<file path="config.mk">
export PLATFORM = sky130hd
export DESIGN_NAME = uart_line_modem_control_status
export DESIGN_NICKNAME = d
export VERILOG_FILES = /design/src/design/uart_lmcs_pkg.sv /design/src/design/uart_line_modem_control_status.sv
export SDC_FILE = /design/constraint.sdc
export NUM_CORES = 1
export LEC_CHECK = 0
export BUFFER_PORTS_ARGS = -buffer_cell sky130_fd_sc_hd__clkbuf_2
export CORE_ASPECT_RATIO = 1.75
export CORE_MARGIN = 2
export CORE_UTILIZATION = 35
export CTS_CLUSTER_SIZE = 40
export DETAILED_ROUTE_END_ITERATION = 8
export PLACE_DENSITY_LB_ADDON = 0.05
export SYNTH_ARGS = -nofsm -noshare
export SYNTH_HDL_FRONTEND = slang
export SYNTH_SLANG_ARGS = --single-unit
</file>
<file path="constraint.sdc">
create_clock -name hclk -period 5.9 [get_ports hclk]
set_input_delay 0.295 -clock hclk [delete_from_list [all_inputs] [get_ports hclk]]
set_output_delay 0.295 -clock hclk [all_outputs]
set_load 0.01 [all_outputs]
</file>
<file path="src/design/uart_lmcs_pkg.sv">
// Constants for the line and modem control and status block
package uart_lmcs_pkg;
   // ------------------------------------------------------------------
   // Register map (byte addresses)
   // ------------------------------------------------------------------
   localparam logic [7:0] ADDR_DATA = 8'h00;
   localparam logic [7:0] ADDR_LINE_FORMAT = 8'h0C;
   localparam logic [7:0] ADDR_MODEM_CONTROL = 8'h10;
   localparam logic [7:0] ADDR_LINE_STATUS = 8'h14;
   localparam logic [7:0] ADDR_MODEM_STATUS = 8'h18;
   localparam logic [7:0] ADDR_CONTROL = 8'h1C;
   localparam logic [7:0] ADDR_DIVISOR = 8'h20;
   // ------------------------------------------------------------------
   // Field positions
   // ------------------------------------------------------------------
   localparam int LF_STOP = 2;
   localparam int LF_PAR_EN = 3;
   localparam int LF_EVEN = 4;
   localparam int LF_FORCE = 5;
   localparam int LF_BREAK = 6;
   localparam int LF_DLAB = 7;
   localparam int MC_TERM = 0;
   localparam int MC_SEND = 1;
   localparam int MC_OUT1 = 2;
   localparam int MC_OUT2 = 3;
   localparam int MC_LOOP = 4;
   localparam int MC_IR = 6;
   localparam int MC_PRE4 = 7;
   localparam int CT_AUTO_CTS = 0;
   localparam int CT_FIFO_EN = 1;
   // ------------------------------------------------------------------
   // Reset values and timing
   // ------------------------------------------------------------------
   localparam logic [7:0] LINE_FORMAT_RST = 8'h00;
   localparam logic [7:0] MODEM_CONTROL_RST = 8'h00;
   localparam logic [15:0] DIVISOR_RST = 16'h0001;
   localparam logic [3:0] OVERSAMPLE = 4'hF;
   localparam logic [1:0] PRESCALE4 = 2'h3;
   localparam int FIFO_DEPTH = 16;
   typedef enum logic [1:0] {TX_IDLE, TX_SHIFT} tx_state_t;
   typedef enum logic [1:0] {RX_IDLE, RX_SHIFT, RX_BRK} rx_state_t;
endpackage : uart_lmcs_pkg

</file>
<file path="src/design/uart_line_modem_control_status.sv">
// Line and modem control and status logic of a serial transceiver
`timescale 1ns/100ps
module uart_line_modem_control_status
   import uart_lmcs_pkg::*;
#(
   parameter int DEPTH = FIFO_DEPTH
)
(
   input wire logic hclk,
   input wire logic hresetn,
   input wire logic hsel,
   input wire logic [31:0] haddr,
   input wire logic [1:0] htrans,
   input wire logic hwrite,
   input wire logic [2:0] hsize,
   input wire logic [31:0] hwdata,
   input wire logic hready,
   output logic [31:0] hrdata,
   output logic hreadyout,
   output logic hresp,
   input wire logic rx_in,
   input wire logic clear_to_send_n,
   input wire logic dataset_ready_n,
   input wire logic call_alert_n,
   input wire logic carrier_detect_n,
   output logic tx_out,
   output logic terminal_ready_n,
   output logic send_request_n,
   output logic user_out1_n,
   output logic user_out2_n
);
   localparam int AW = $clog2(DEPTH);
   // ------------------------------------------------------------------
   // Bus slave
   // ------------------------------------------------------------------
   logic wr_ff, rd_ff;
   logic [7:0] addr_ff;
   logic [7:0] line_format_reg_ff, modem_control_reg_ff, control_ff;
   logic [15:0] divisor_ff;
   logic [7:0] rd_val;
   wire logic take = hsel & hready & htrans[1];
   always_ff @(posedge hclk or negedge hresetn)
      if (!hresetn)
      begin
         wr_ff <= 1'b0;
         rd_ff <= 1'b0;
         addr_ff <= 8'h00;
      end
      else
      begin
         wr_ff <= take & hwrite;
         rd_ff <= take & ~hwrite;
         addr_ff <= haddr[7:0];
      end
   assign hreadyout = 1'b1;
   assign hresp = 1'b0;
   wire logic dlab = line_format_reg_ff[LF_DLAB];
   wire logic wr_data = wr_ff & addr_ff == ADDR_DATA & ~dlab;
   wire logic wr_div = wr_ff & addr_ff == ADDR_DIVISOR & dlab;
   wire logic rd_data = rd_ff & addr_ff == ADDR_DATA & ~dlab;
   wire logic rd_lsr = rd_ff & addr_ff == ADDR_LINE_STATUS;
   wire logic rd_msr = rd_ff & addr_ff == ADDR_MODEM_STATUS;
   always_ff @(posedge hclk or negedge hresetn)
      if (!hresetn)
      begin
         line_format_reg_ff <= LINE_FORMAT_RST;
         modem_control_reg_ff <= MODEM_CONTROL_RST;
         control_ff <= 8'h00;
         divisor_ff <= DIVISOR_RST;
      end
      else if (wr_ff)
      begin
         if (addr_ff == ADDR_LINE_FORMAT)
            line_format_reg_ff <= hwdata[7:0];
         if (addr_ff == ADDR_MODEM_CONTROL)
            modem_control_reg_ff <= hwdata[7:0];
         if (addr_ff == ADDR_CONTROL)
            control_ff <= hwdata[7:0];
         if (wr_div)
            divisor_ff <= hwdata[15:0];
      end
   // ------------------------------------------------------------------
   // Pin synchronisers
   // ------------------------------------------------------------------
   logic [4:0] pin_s1_ff, pin_s2_ff;
   always_ff @(posedge hclk or negedge hresetn)
      if (!hresetn)
      begin
         pin_s1_ff <= 5'h1F;
         pin_s2_ff <= 5'h1F;
      end
      else
      begin
         pin_s1_ff <= {carrier_detect_n, call_alert_n, dataset_ready_n,
                       clear_to_send_n, rx_in};
         pin_s2_ff <= pin_s1_ff;
      end
   wire logic loop = modem_control_reg_ff[MC_LOOP];
   wire logic irda = modem_control_reg_ff[MC_IR];
   logic [3:0] modem_in;
   always_comb
   begin
      if (loop)
         modem_in = {modem_control_reg_ff[MC_OUT2],
                     modem_control_reg_ff[MC_OUT1],
                     modem_control_reg_ff[MC_TERM],
                     modem_control_reg_ff[MC_SEND]};
      else
         modem_in = ~pin_s2_ff[4:1];
   end
   // ------------------------------------------------------------------
   // Baud tick: /16 then optional /4 then divisor
   // ------------------------------------------------------------------
   logic [3:0] pre16_ff;
   logic [1:0] pre4_ff;
   logic [15:0] baud_cnt_ff;
   logic tick_ff;
   always_ff @(posedge hclk or negedge hresetn)
      if (!hresetn)
      begin
         pre16_ff <= 4'h0;
         pre4_ff <= 2'h0;
         baud_cnt_ff <= 16'h0000;
         tick_ff <= 1'b0;
      end
      else
      begin
         tick_ff <= 1'b0;
         pre16_ff <= pre16_ff + 4'h1;
         if (pre16_ff == OVERSAMPLE)
         begin
            pre4_ff <= pre4_ff + 2'h1;
            if (!modem_control_reg_ff[MC_PRE4] || pre4_ff == PRESCALE4)
            begin
               if (baud_cnt_ff >= divisor_ff - 16'h0001)
               begin
                  baud_cnt_ff <= 16'h0000;
                  tick_ff <= 1'b1;
               end
               else
                  baud_cnt_ff <= baud_cnt_ff + 16'h0001;
            end
         end
      end
   // Tick is the 16x oversample rate of the serial line
   // ------------------------------------------------------------------
   // Character format
   // ------------------------------------------------------------------
   wire logic [3:0] nbits = 4'h5 + {2'b00, line_format_reg_ff[1:0]};
   wire logic par_en = line_format_reg_ff[LF_PAR_EN];
   function automatic logic par_of(input logic [7:0] d);
      logic p;
      p = ^d;
      if (line_format_reg_ff[LF_FORCE])
         par_of = ~line_format_reg_ff[LF_EVEN];
      else
         par_of = p ^ ~line_format_reg_ff[LF_EVEN];
   endfunction : par_of
   wire logic [7:0] len_mask = 8'hFF >> (4'h8 - nbits);
   // Stop length in half bits: 2, 3 or 4
   wire logic [2:0] stop_half = !line_format_reg_ff[LF_STOP] ? 3'h2 :
                                (line_format_reg_ff[1:0] == 2'b00 ? 3'h3
                                 : 3'h4);
   // ------------------------------------------------------------------
   // Transmitter
   // ------------------------------------------------------------------
   tx_state_t tx_st_ff;
   logic [7:0] thr_ff;
   logic thr_full_ff;
   logic [10:0] tsr_ff;
   logic [3:0] tx_left_ff;
   logic [3:0] tx_sub_ff;
   logic tx_stop_ff;
   logic tx_ser;
   wire logic cts_hold = control_ff[CT_AUTO_CTS] & ~modem_in[0];
   always_ff @(posedge hclk or negedge hresetn)
      if (!hresetn)
      begin
         tx_st_ff <= TX_IDLE;
         thr_ff <= 8'h00;
         thr_full_ff <= 1'b0;
         tsr_ff <= 11'h7FF;
         tx_left_ff <= 4'h0;
         tx_sub_ff <= 4'h0;
         tx_stop_ff <= 1'b0;
      end
      else
      begin
         if (wr_data)
         begin
            thr_ff <= hwdata[7:0];
            thr_full_ff <= 1'b1;
         end
         unique case (tx_st_ff)
            TX_IDLE:
               if (thr_full_ff && !cts_hold && !wr_data)
               begin
                  // Parity sits right after the last data bit
                  tsr_ff <= {2'b11, thr_ff | ~len_mask, 1'b0} &
                     ~(11'(par_en & ~par_of(thr_ff & len_mask)) <<
                       (nbits + 4'h1));
                  tx_left_ff <= 4'h1 + nbits + {3'b000, par_en};
                  tx_sub_ff <= 4'h0;
                  tx_stop_ff <= 1'b0;
                  thr_full_ff <= 1'b0;
                  tx_st_ff <= TX_SHIFT;
               end
            TX_SHIFT:
               if (tick_ff)
               begin
                  tx_sub_ff <= tx_sub_ff + 4'h1;
                  if (tx_stop_ff && tx_sub_ff == 4'h7)
                  begin
                     tx_sub_ff <= 4'h0;
                     tx_left_ff <= tx_left_ff - 4'h1;
                     if (tx_left_ff == 4'h1)
                        tx_st_ff <= TX_IDLE;
                  end
                  else if (!tx_stop_ff && tx_sub_ff == OVERSAMPLE)
                  begin
                     tsr_ff <= {1'b1, tsr_ff[10:1]};
                     tx_left_ff <= tx_left_ff - 4'h1;
                     tx_sub_ff <= 4'h0;
                     if (tx_left_ff == 4'h1)
                     begin
                        tx_stop_ff <= 1'b1;
                        tx_left_ff <= {1'b0, stop_half};
                     end
                  end
               end
            default:
               tx_st_ff <= TX_IDLE;
         endcase
      end
   wire logic tx_busy = tx_st_ff == TX_SHIFT;
   assign tx_ser = line_format_reg_ff[LF_BREAK] ? 1'b0 :
                   (tx_busy & ~tx_stop_ff ? tsr_ff[0] : 1'b1);
   // Pulse encoder: a zero bit gives a pulse in the middle 3/16
   wire logic ir_pulse = ~tx_ser & tx_sub_ff >= 4'h7 & tx_sub_ff <= 4'h9;
   always_ff @(posedge hclk or negedge hresetn)
      if (!hresetn)
      begin
         tx_out <= 1'b1;
         terminal_ready_n <= 1'b1;
         send_request_n <= 1'b1;
         user_out1_n <= 1'b1;
         user_out2_n <= 1'b1;
      end
      else
      begin
         if (loop)
            tx_out <= 1'b1;
         else if (irda)
            tx_out <= ir_pulse;
         else
            tx_out <= tx_ser;
         terminal_ready_n <= ~modem_control_reg_ff[MC_TERM];
         send_request_n <= ~modem_control_reg_ff[MC_SEND];
         user_out1_n <= ~modem_control_reg_ff[MC_OUT1];
         user_out2_n <= ~modem_control_reg_ff[MC_OUT2];
      end
   // ------------------------------------------------------------------
   // Receiver
   // ------------------------------------------------------------------
   // Decoder stretches a short high pulse to a whole low bit
   logic [4:0] ir_hold_ff;
   always_ff @(posedge hclk or negedge hresetn)
      if (!hresetn)
         ir_hold_ff <= 5'h00;
      else if (pin_s2_ff[0] && tick_ff)
         ir_hold_ff <= 5'h10;
      else if (tick_ff && ir_hold_ff != 5'h00)
         ir_hold_ff <= ir_hold_ff - 5'h01;
   wire logic rx_ser = loop ? tx_ser :
                       (irda ? ir_hold_ff == 5'h00 : pin_s2_ff[0]);
   rx_state_t rx_st_ff;
   logic [3:0] rx_sub_ff, rx_cnt_ff;
   logic [8:0] rx_sr_ff;
   logic rx_brk_ok_ff;
   logic [10:0] fifo_ff [DEPTH];
   logic [AW:0] fcnt_ff;
   logic [AW-1:0] wp_ff, rp_ff;
   logic overrun_ff, err_sum_ff, thre_ff;
   wire logic fifo_mode = control_ff[CT_FIFO_EN];
   wire logic [AW:0] cap = fifo_mode ? (AW+1)'(DEPTH) : (AW+1)'(1);
   wire logic fifo_full = fcnt_ff >= cap;
   wire logic [3:0] rx_total = nbits + {3'b000, par_en};
   logic rx_done;
   logic [10:0] rx_word;
   always_comb
   begin
      logic [7:0] d;
      logic pb;
      d = 8'h00;
      pb = 1'b0;
      d = 8'((rx_sr_ff >> (4'h9 - rx_total)) & {1'b0, len_mask});
      pb = rx_sr_ff[8];
      rx_word = {1'b0, ~rx_ser, par_en & (pb != par_of(d)), d};
      rx_done = 1'b0;
      if (rx_st_ff == RX_SHIFT && tick_ff && rx_sub_ff == 4'h7 &&
          rx_cnt_ff == rx_total + 4'h1)
         rx_done = 1'b1;
   end
   // Framing error sits in bit 9, parity error in bit 8
   wire logic brk_frame = rx_done & ~rx_ser & rx_sr_ff == 9'h000;
   wire logic push = rx_done & ~fifo_full & ~(brk_frame & ~rx_brk_ok_ff);
   wire logic pop = rd_data & fcnt_ff != '0;
   always_ff @(posedge hclk or negedge hresetn)
      if (!hresetn)
      begin
         rx_st_ff <= RX_IDLE;
         rx_sub_ff <= 4'h0;
         rx_cnt_ff <= 4'h0;
         rx_sr_ff <= 9'h000;
         rx_brk_ok_ff <= 1'b1;
      end
      else
         unique case (rx_st_ff)
            RX_IDLE:
               if (tick_ff && !rx_ser)
               begin
                  rx_st_ff <= RX_SHIFT;
                  rx_sub_ff <= 4'h0;
                  rx_cnt_ff <= 4'h0;
                  rx_sr_ff <= 9'h000;
               end
            RX_SHIFT:
               if (tick_ff)
               begin
                  rx_sub_ff <= rx_sub_ff + 4'h1;
                  if (rx_sub_ff == 4'h7)
                  begin
                     rx_cnt_ff <= rx_cnt_ff + 4'h1;
                     if (rx_cnt_ff != 4'h0 && !rx_done)
                        rx_sr_ff <= {rx_ser, rx_sr_ff[8:1]};
                     if (rx_done)
                     begin
                        rx_brk_ok_ff <= ~brk_frame;
                        rx_st_ff <= brk_frame ? RX_BRK : RX_IDLE;
                     end
                  end
               end
            RX_BRK:
               if (rx_ser)
               begin
                  rx_st_ff <= RX_IDLE;
                  rx_brk_ok_ff <= 1'b1;
               end
            default:
               rx_st_ff <= RX_IDLE;
         endcase
   always_ff @(posedge hclk)
      if (push)
         fifo_ff[wp_ff] <= {brk_frame, ~rx_ser & ~brk_frame,
                            rx_word[8:0]};
   always_ff @(posedge hclk or negedge hresetn)
      if (!hresetn)
      begin
         wp_ff <= '0;
         rp_ff <= '0;
         fcnt_ff <= '0;
      end
      else
      begin
         if (push)
            wp_ff <= wp_ff + AW'(1);
         if (pop)
            rp_ff <= rp_ff + AW'(1);
         fcnt_ff <= fcnt_ff + (AW+1)'(push) - (AW+1)'(pop);
      end
   wire logic [10:0] head = fcnt_ff != '0 ? fifo_ff[rp_ff] : 11'h000;
   // ------------------------------------------------------------------
   // Status flags, set wins over clear
   // ------------------------------------------------------------------
   always_ff @(posedge hclk or negedge hresetn)
      if (!hresetn)
      begin
         overrun_ff <= 1'b0;
         err_sum_ff <= 1'b0;
         thre_ff <= 1'b1;
      end
      else
      begin
         if (rx_done && fifo_full)
            overrun_ff <= 1'b1;
         else if (rd_lsr)
            overrun_ff <= 1'b0;
         if (push && (rx_word[8] || brk_frame || !rx_ser))
            err_sum_ff <= 1'b1;
         else if (rd_lsr)
            err_sum_ff <= 1'b0;
         if (tx_st_ff == TX_IDLE && thr_full_ff && !cts_hold && !wr_data)
            thre_ff <= 1'b1;
         else if (wr_data)
            thre_ff <= 1'b0;
      end
   wire logic temt = thre_ff & ~tx_busy;
   wire logic [7:0] lsr_val = {err_sum_ff, temt, thre_ff, head[10],
                               head[9], head[8], overrun_ff,
                               fcnt_ff != '0};
   logic [3:0] delta_ff;
   logic [3:0] min_old_ff;
   always_ff @(posedge hclk or negedge hresetn)
      if (!hresetn)
      begin
         delta_ff <= 4'h0;
         min_old_ff <= 4'h0;
      end
      else
      begin
         min_old_ff <= modem_in;
         for (int i = 0; i < 4; i++)
         begin
            if (i == 2 ? (!modem_in[2] && min_old_ff[2]) :
                (modem_in[i] != min_old_ff[i]))
               delta_ff[i] <= 1'b1;
            else if (rd_msr)
               delta_ff[i] <= 1'b0;
         end
      end
   // ------------------------------------------------------------------
   // Read mux
   // ------------------------------------------------------------------
   always_comb
   begin
      rd_val = 8'h00;
      if (addr_ff == ADDR_DATA && !dlab)
         rd_val = head[7:0];
      else if (addr_ff == ADDR_DIVISOR && dlab)
         rd_val = divisor_ff[7:0];
      else if (addr_ff == ADDR_LINE_FORMAT)
         rd_val = line_format_reg_ff;
      else if (addr_ff == ADDR_MODEM_CONTROL)
         rd_val = modem_control_reg_ff;
      else if (addr_ff == ADDR_LINE_STATUS)
         rd_val = lsr_val;
      else if (addr_ff == ADDR_MODEM_STATUS)
         rd_val = {modem_in, delta_ff};
      else if (addr_ff == ADDR_CONTROL)
         rd_val = control_ff;
   end
   assign hrdata = {24'h000000, rd_val};
   // ------------------------------------------------------------------
   // Checks
   // ------------------------------------------------------------------
   chk_break_low: assert property (@(posedge hclk) disable iff (!hresetn)
      line_format_reg_ff[LF_BREAK] && !loop && !irda |=> !tx_out)
      else $error("break not driving line low");
   chk_pins_inv: assert property (@(posedge hclk) disable iff (!hresetn)
      terminal_ready_n == ~$past(modem_control_reg_ff[MC_TERM]) &&
      user_out2_n == ~$past(modem_control_reg_ff[MC_OUT2]))
      else $error("modem pin sense wrong");
   chk_loop_idle: assert property (@(posedge hclk) disable iff (!hresetn)
      loop ##1 loop |-> tx_out)
      else $error("pin not idle in loopback");
   chk_temt_rel: assert property (@(posedge hclk) disable iff (!hresetn)
      lsr_val[6] |-> !tx_busy && !thr_full_ff)
      else $error("transmitter empty while busy");
   chk_ready_bit: assert property (@(posedge hclk) disable iff (!hresetn)
      push |=> lsr_val[0])
      else $error("data ready mismatch");
   chk_msr_clear: assert property (@(posedge hclk) disable iff (!hresetn)
      rd_msr && $stable(modem_in) ##1 $stable(modem_in) |->
      delta_ff == 4'h0)
      else $error("change bits not cleared");
   chk_overrun: assert property (@(posedge hclk) disable iff (!hresetn)
      rx_done && fifo_full |=> overrun_ff && $stable(wp_ff))
      else $error("overrun not flagged");
   chk_thre_clr: assert property (@(posedge hclk) disable iff (!hresetn)
      wr_data |=> !thre_ff ##1 thr_full_ff || tx_busy)
      else $error("holding empty not cleared");
endmodule : uart_line_modem_control_status

</file>
==> results.txt <==
vias in the first global route: 10300
flops & latches, synth: 343
Synth top cells by count: edfxtp_1, dfrtp_1, nand2_1, nor2_1, mux2_2
# resized after CTS: 0
register area share after synthesis: 58.9%
EDFF count, synth: 176
antenna-violating nets left: 0
fmax: 211 MHz
# clock sinks: 343
gpl congestion: 0.790
Reg area: 9500 µm²
worst skew pair latency: 550 ps
Slew Viols, Final: 0
hold bufs inserted after CTS: 23
IO Count: 118
CP arrival: 5210 ps
CP max stage cell: dfrtp_1
Clk pin slew, worst setup/hold paths: 70 ps
Initial Util: 35.2%
drt initial violations: 454
P&R area growth vs syn: 15.8%
skew final: 25.6 ps
Hold Vio Cnt, Final: 0
DRT Wirelength: 40.8 mm
Pwr Total: 5.29 mW
crit end category: flop
CTS tree: built
row count: 104
PortBufs: 47
synthesized cell area: 16100 µm²
most common cell in the netlist: edfxtp_1
total CTS buffers: 38
Yosys top cell area share: 32.8%
area occupied by multi-input gates: 6260 µm²
Avg Inst Size Synth: 13.3 µm²
Synth Instances: 1209
setup bufs post-CTS: 0
first-pass GRT wire length: 63.2 mm
total global routing overflow: 0
via/cell ratio: 5.04
final critical-path share of the clock period: 80.5%
Crit path max-delay family: adder cells
Slowest Stage Delay on Critical Path: 530 ps
P per Cell Area: 283 nW/µm²
Setup CP Type: reg -> reg
CP Cell Sequence: inv_1, ha_1, fa_1, buf_4, ha_1, xor2_1, nor3_1, nand3_1, buf_4, or3_1, buf_4, ha_1, inv_1, ha_1, fa_1, a21oi_1, nor2_1, nor2_1, xnor2_1
Detailed Place HPWL: 29.3 mm
Fin Hold WS: 97.8 ps
max_slew headroom: 18.4%
setup_tns: 0 ps
H-tree levels: 2
Yosys Warn Count: 0
Worst setup SP type: flop
# setup viols final: 0
Post-synth ARST share: 48.7%
fill count: 4308
die area: 47900 µm²
peak supply drop: 0.215 mV
Remaining DRCs: 0
die height: 288 µm
initial antenna violation count: 1
top_reg_cell synth: edfxtp_1
Area contributors post-synth: edfxtp_1, dfrtp_1, mux4_2
Netlist cell types: 66
Crit path top cell by count: ha_1
GRT Util Overall: 17.4%
Max Root-Sink Buffers: 3
n_diodes: 0
max_cap viols: 0
Critical Path RT: 6360 ps
via count of the routed design: 9697
Die X-Extent: 166 µm
DR WL/cell: 21.2 µm
path category of the worst min-delay check: in -> reg
measured slew at the worst slew-check pin: 1220 ps
CTS Root Cell: clkbuf_16
NumNets Final: 1447
post-route minimum period: 4750 ps
crit path buf inv count: 5
floorplan core area: 45800 µm²
largest net degree at the start of global routing: 139
post-synth top area cell: edfxtp_1
worst-path maximum fanout: 18
layout cell share with drive strength beyond 1: 23.0%
status: finished clean
LEAKAGE: 7.39 nW
DRT Pass-1 Iters: 7
unrepaired setup endpoints after global routing: no
-- cell usage in the layout (no fill, tap or decap), types with 29 or more instances in the layout --
cell,instances
buf_4,35
mux2_2,64
clkbuf_2,46
dfstp_2,29
o21ai_0,43
nand3_1,33
xnor2_1,42
inv_1,46
edfxtp_1,176
dfrtp_1,137
mux4_2,49
nor2_1,81
ha_1,54
nand2_1,95
clkbuf_16,39
-- path summary, 6_finish.rpt --
path	endpoint	start	slack (ps)	cells past startpoint
max	fcnt_ff[4]$_DFF_PN0_	line_format_reg_ff[0]$_DFFE_PN0P_	1150	19
min	modem_control_reg_ff[6]$_DFFE_PN0P_	hwdata[6]	100	2
max reg2reg	fcnt_ff[4]$_DFF_PN0_	line_format_reg_ff[0]$_DFFE_PN0P_	1150	19
min reg2reg	pin_s2_ff[0]$_DFF_PN1_	pin_s1_ff[0]$_DFF_PN1_	350	0
max in group asynchronous	divisor_ff[12]$_DFFE_PN0P_	hresetn	4560	3
min in group asynchronous	ir_hold_ff[3]$_DFFE_PN0P_	hresetn	220	2
-- cell families after synthesis --
logic type | count (synthesis) | synth area share [%]
buf+inv | 116 | 3.39
mux | 141 | 13.1
xor+xnor | 69 | 3.92
compound gates | 160 | 6.62
simple gates | 322 | 9.58
fa+ha+maj | 56 | 4.44
flops | 343 | 58.9
other cells | 2 | 0.0466
-- registers in the layout, indices dropped and copies added (netlist names), 5 cells and up --
signal and count:
addr_ff 8, baud_cnt_ff 16, control_ff 8, divisor_ff 16
fcnt_ff 5, fifo_ff 176, ir_hold_ff 5, line_format_reg_ff 8
modem_control_reg_ff 8, pin_s1_ff 5, pin_s2_ff 5, rx_sr_ff 9
thr_ff 8, tsr_ff 11
-- where the power goes --
group	internal (mW)	switching (mW)	leakage, nW	total [mW]
clock network	1.38	1.00	0.616	2.39
registers	2.56	0.0423	3.78	2.61
logic	0.123	0.176	3.00	0.300
total	4.07	1.22	7.39	5.29
-- layer usage --
metal,track usage (%),up-vias,wire length [µm]
met5,0,-,0
met3,2.08,68,961
met1,18.6,4856,15100
met4,5.54,0,1150
li1,-,4628,-
met2,35.0,145,23600
-- final cells by class --
type / count / share of cell area [%]
clock inverters: 19 / 0.891
inverters: 49 / 0.985
multi-input cells: 774 / 33.5
flip-flops and latches: 343 / 50.9
well taps: 583 / 3.91
clock buffers: 51 / 5.79
repair buffers: 106 / 4.05
-- per-stage QoR --
step	std cells	setup WS, ps	utilization, %	cell area (µm²)
after CTS	1925	1120	40.8	18700
after global placement	1832	1160	37.6	17200
after detailed placement	1832	1140	37.6	17200
after global routing	1925	804	40.8	18700
after floorplan	1233	1290	-	16200
final	1925	1150	40.8	18700
-- worst register-to-register path, delay by kind of cell (launching register included) --
kind / cells / cell delay [ps]
DFF: 1 / 530
buffers and inverters: 5 / 870
adders and majority gates: 6 / 1900
xor gates and xnor gates: 2 / 270
and+or+nand+nor: 5 / 950
AOI/OAI and AO/OA: 1 / 150
(Power assumes the default switching activity.)
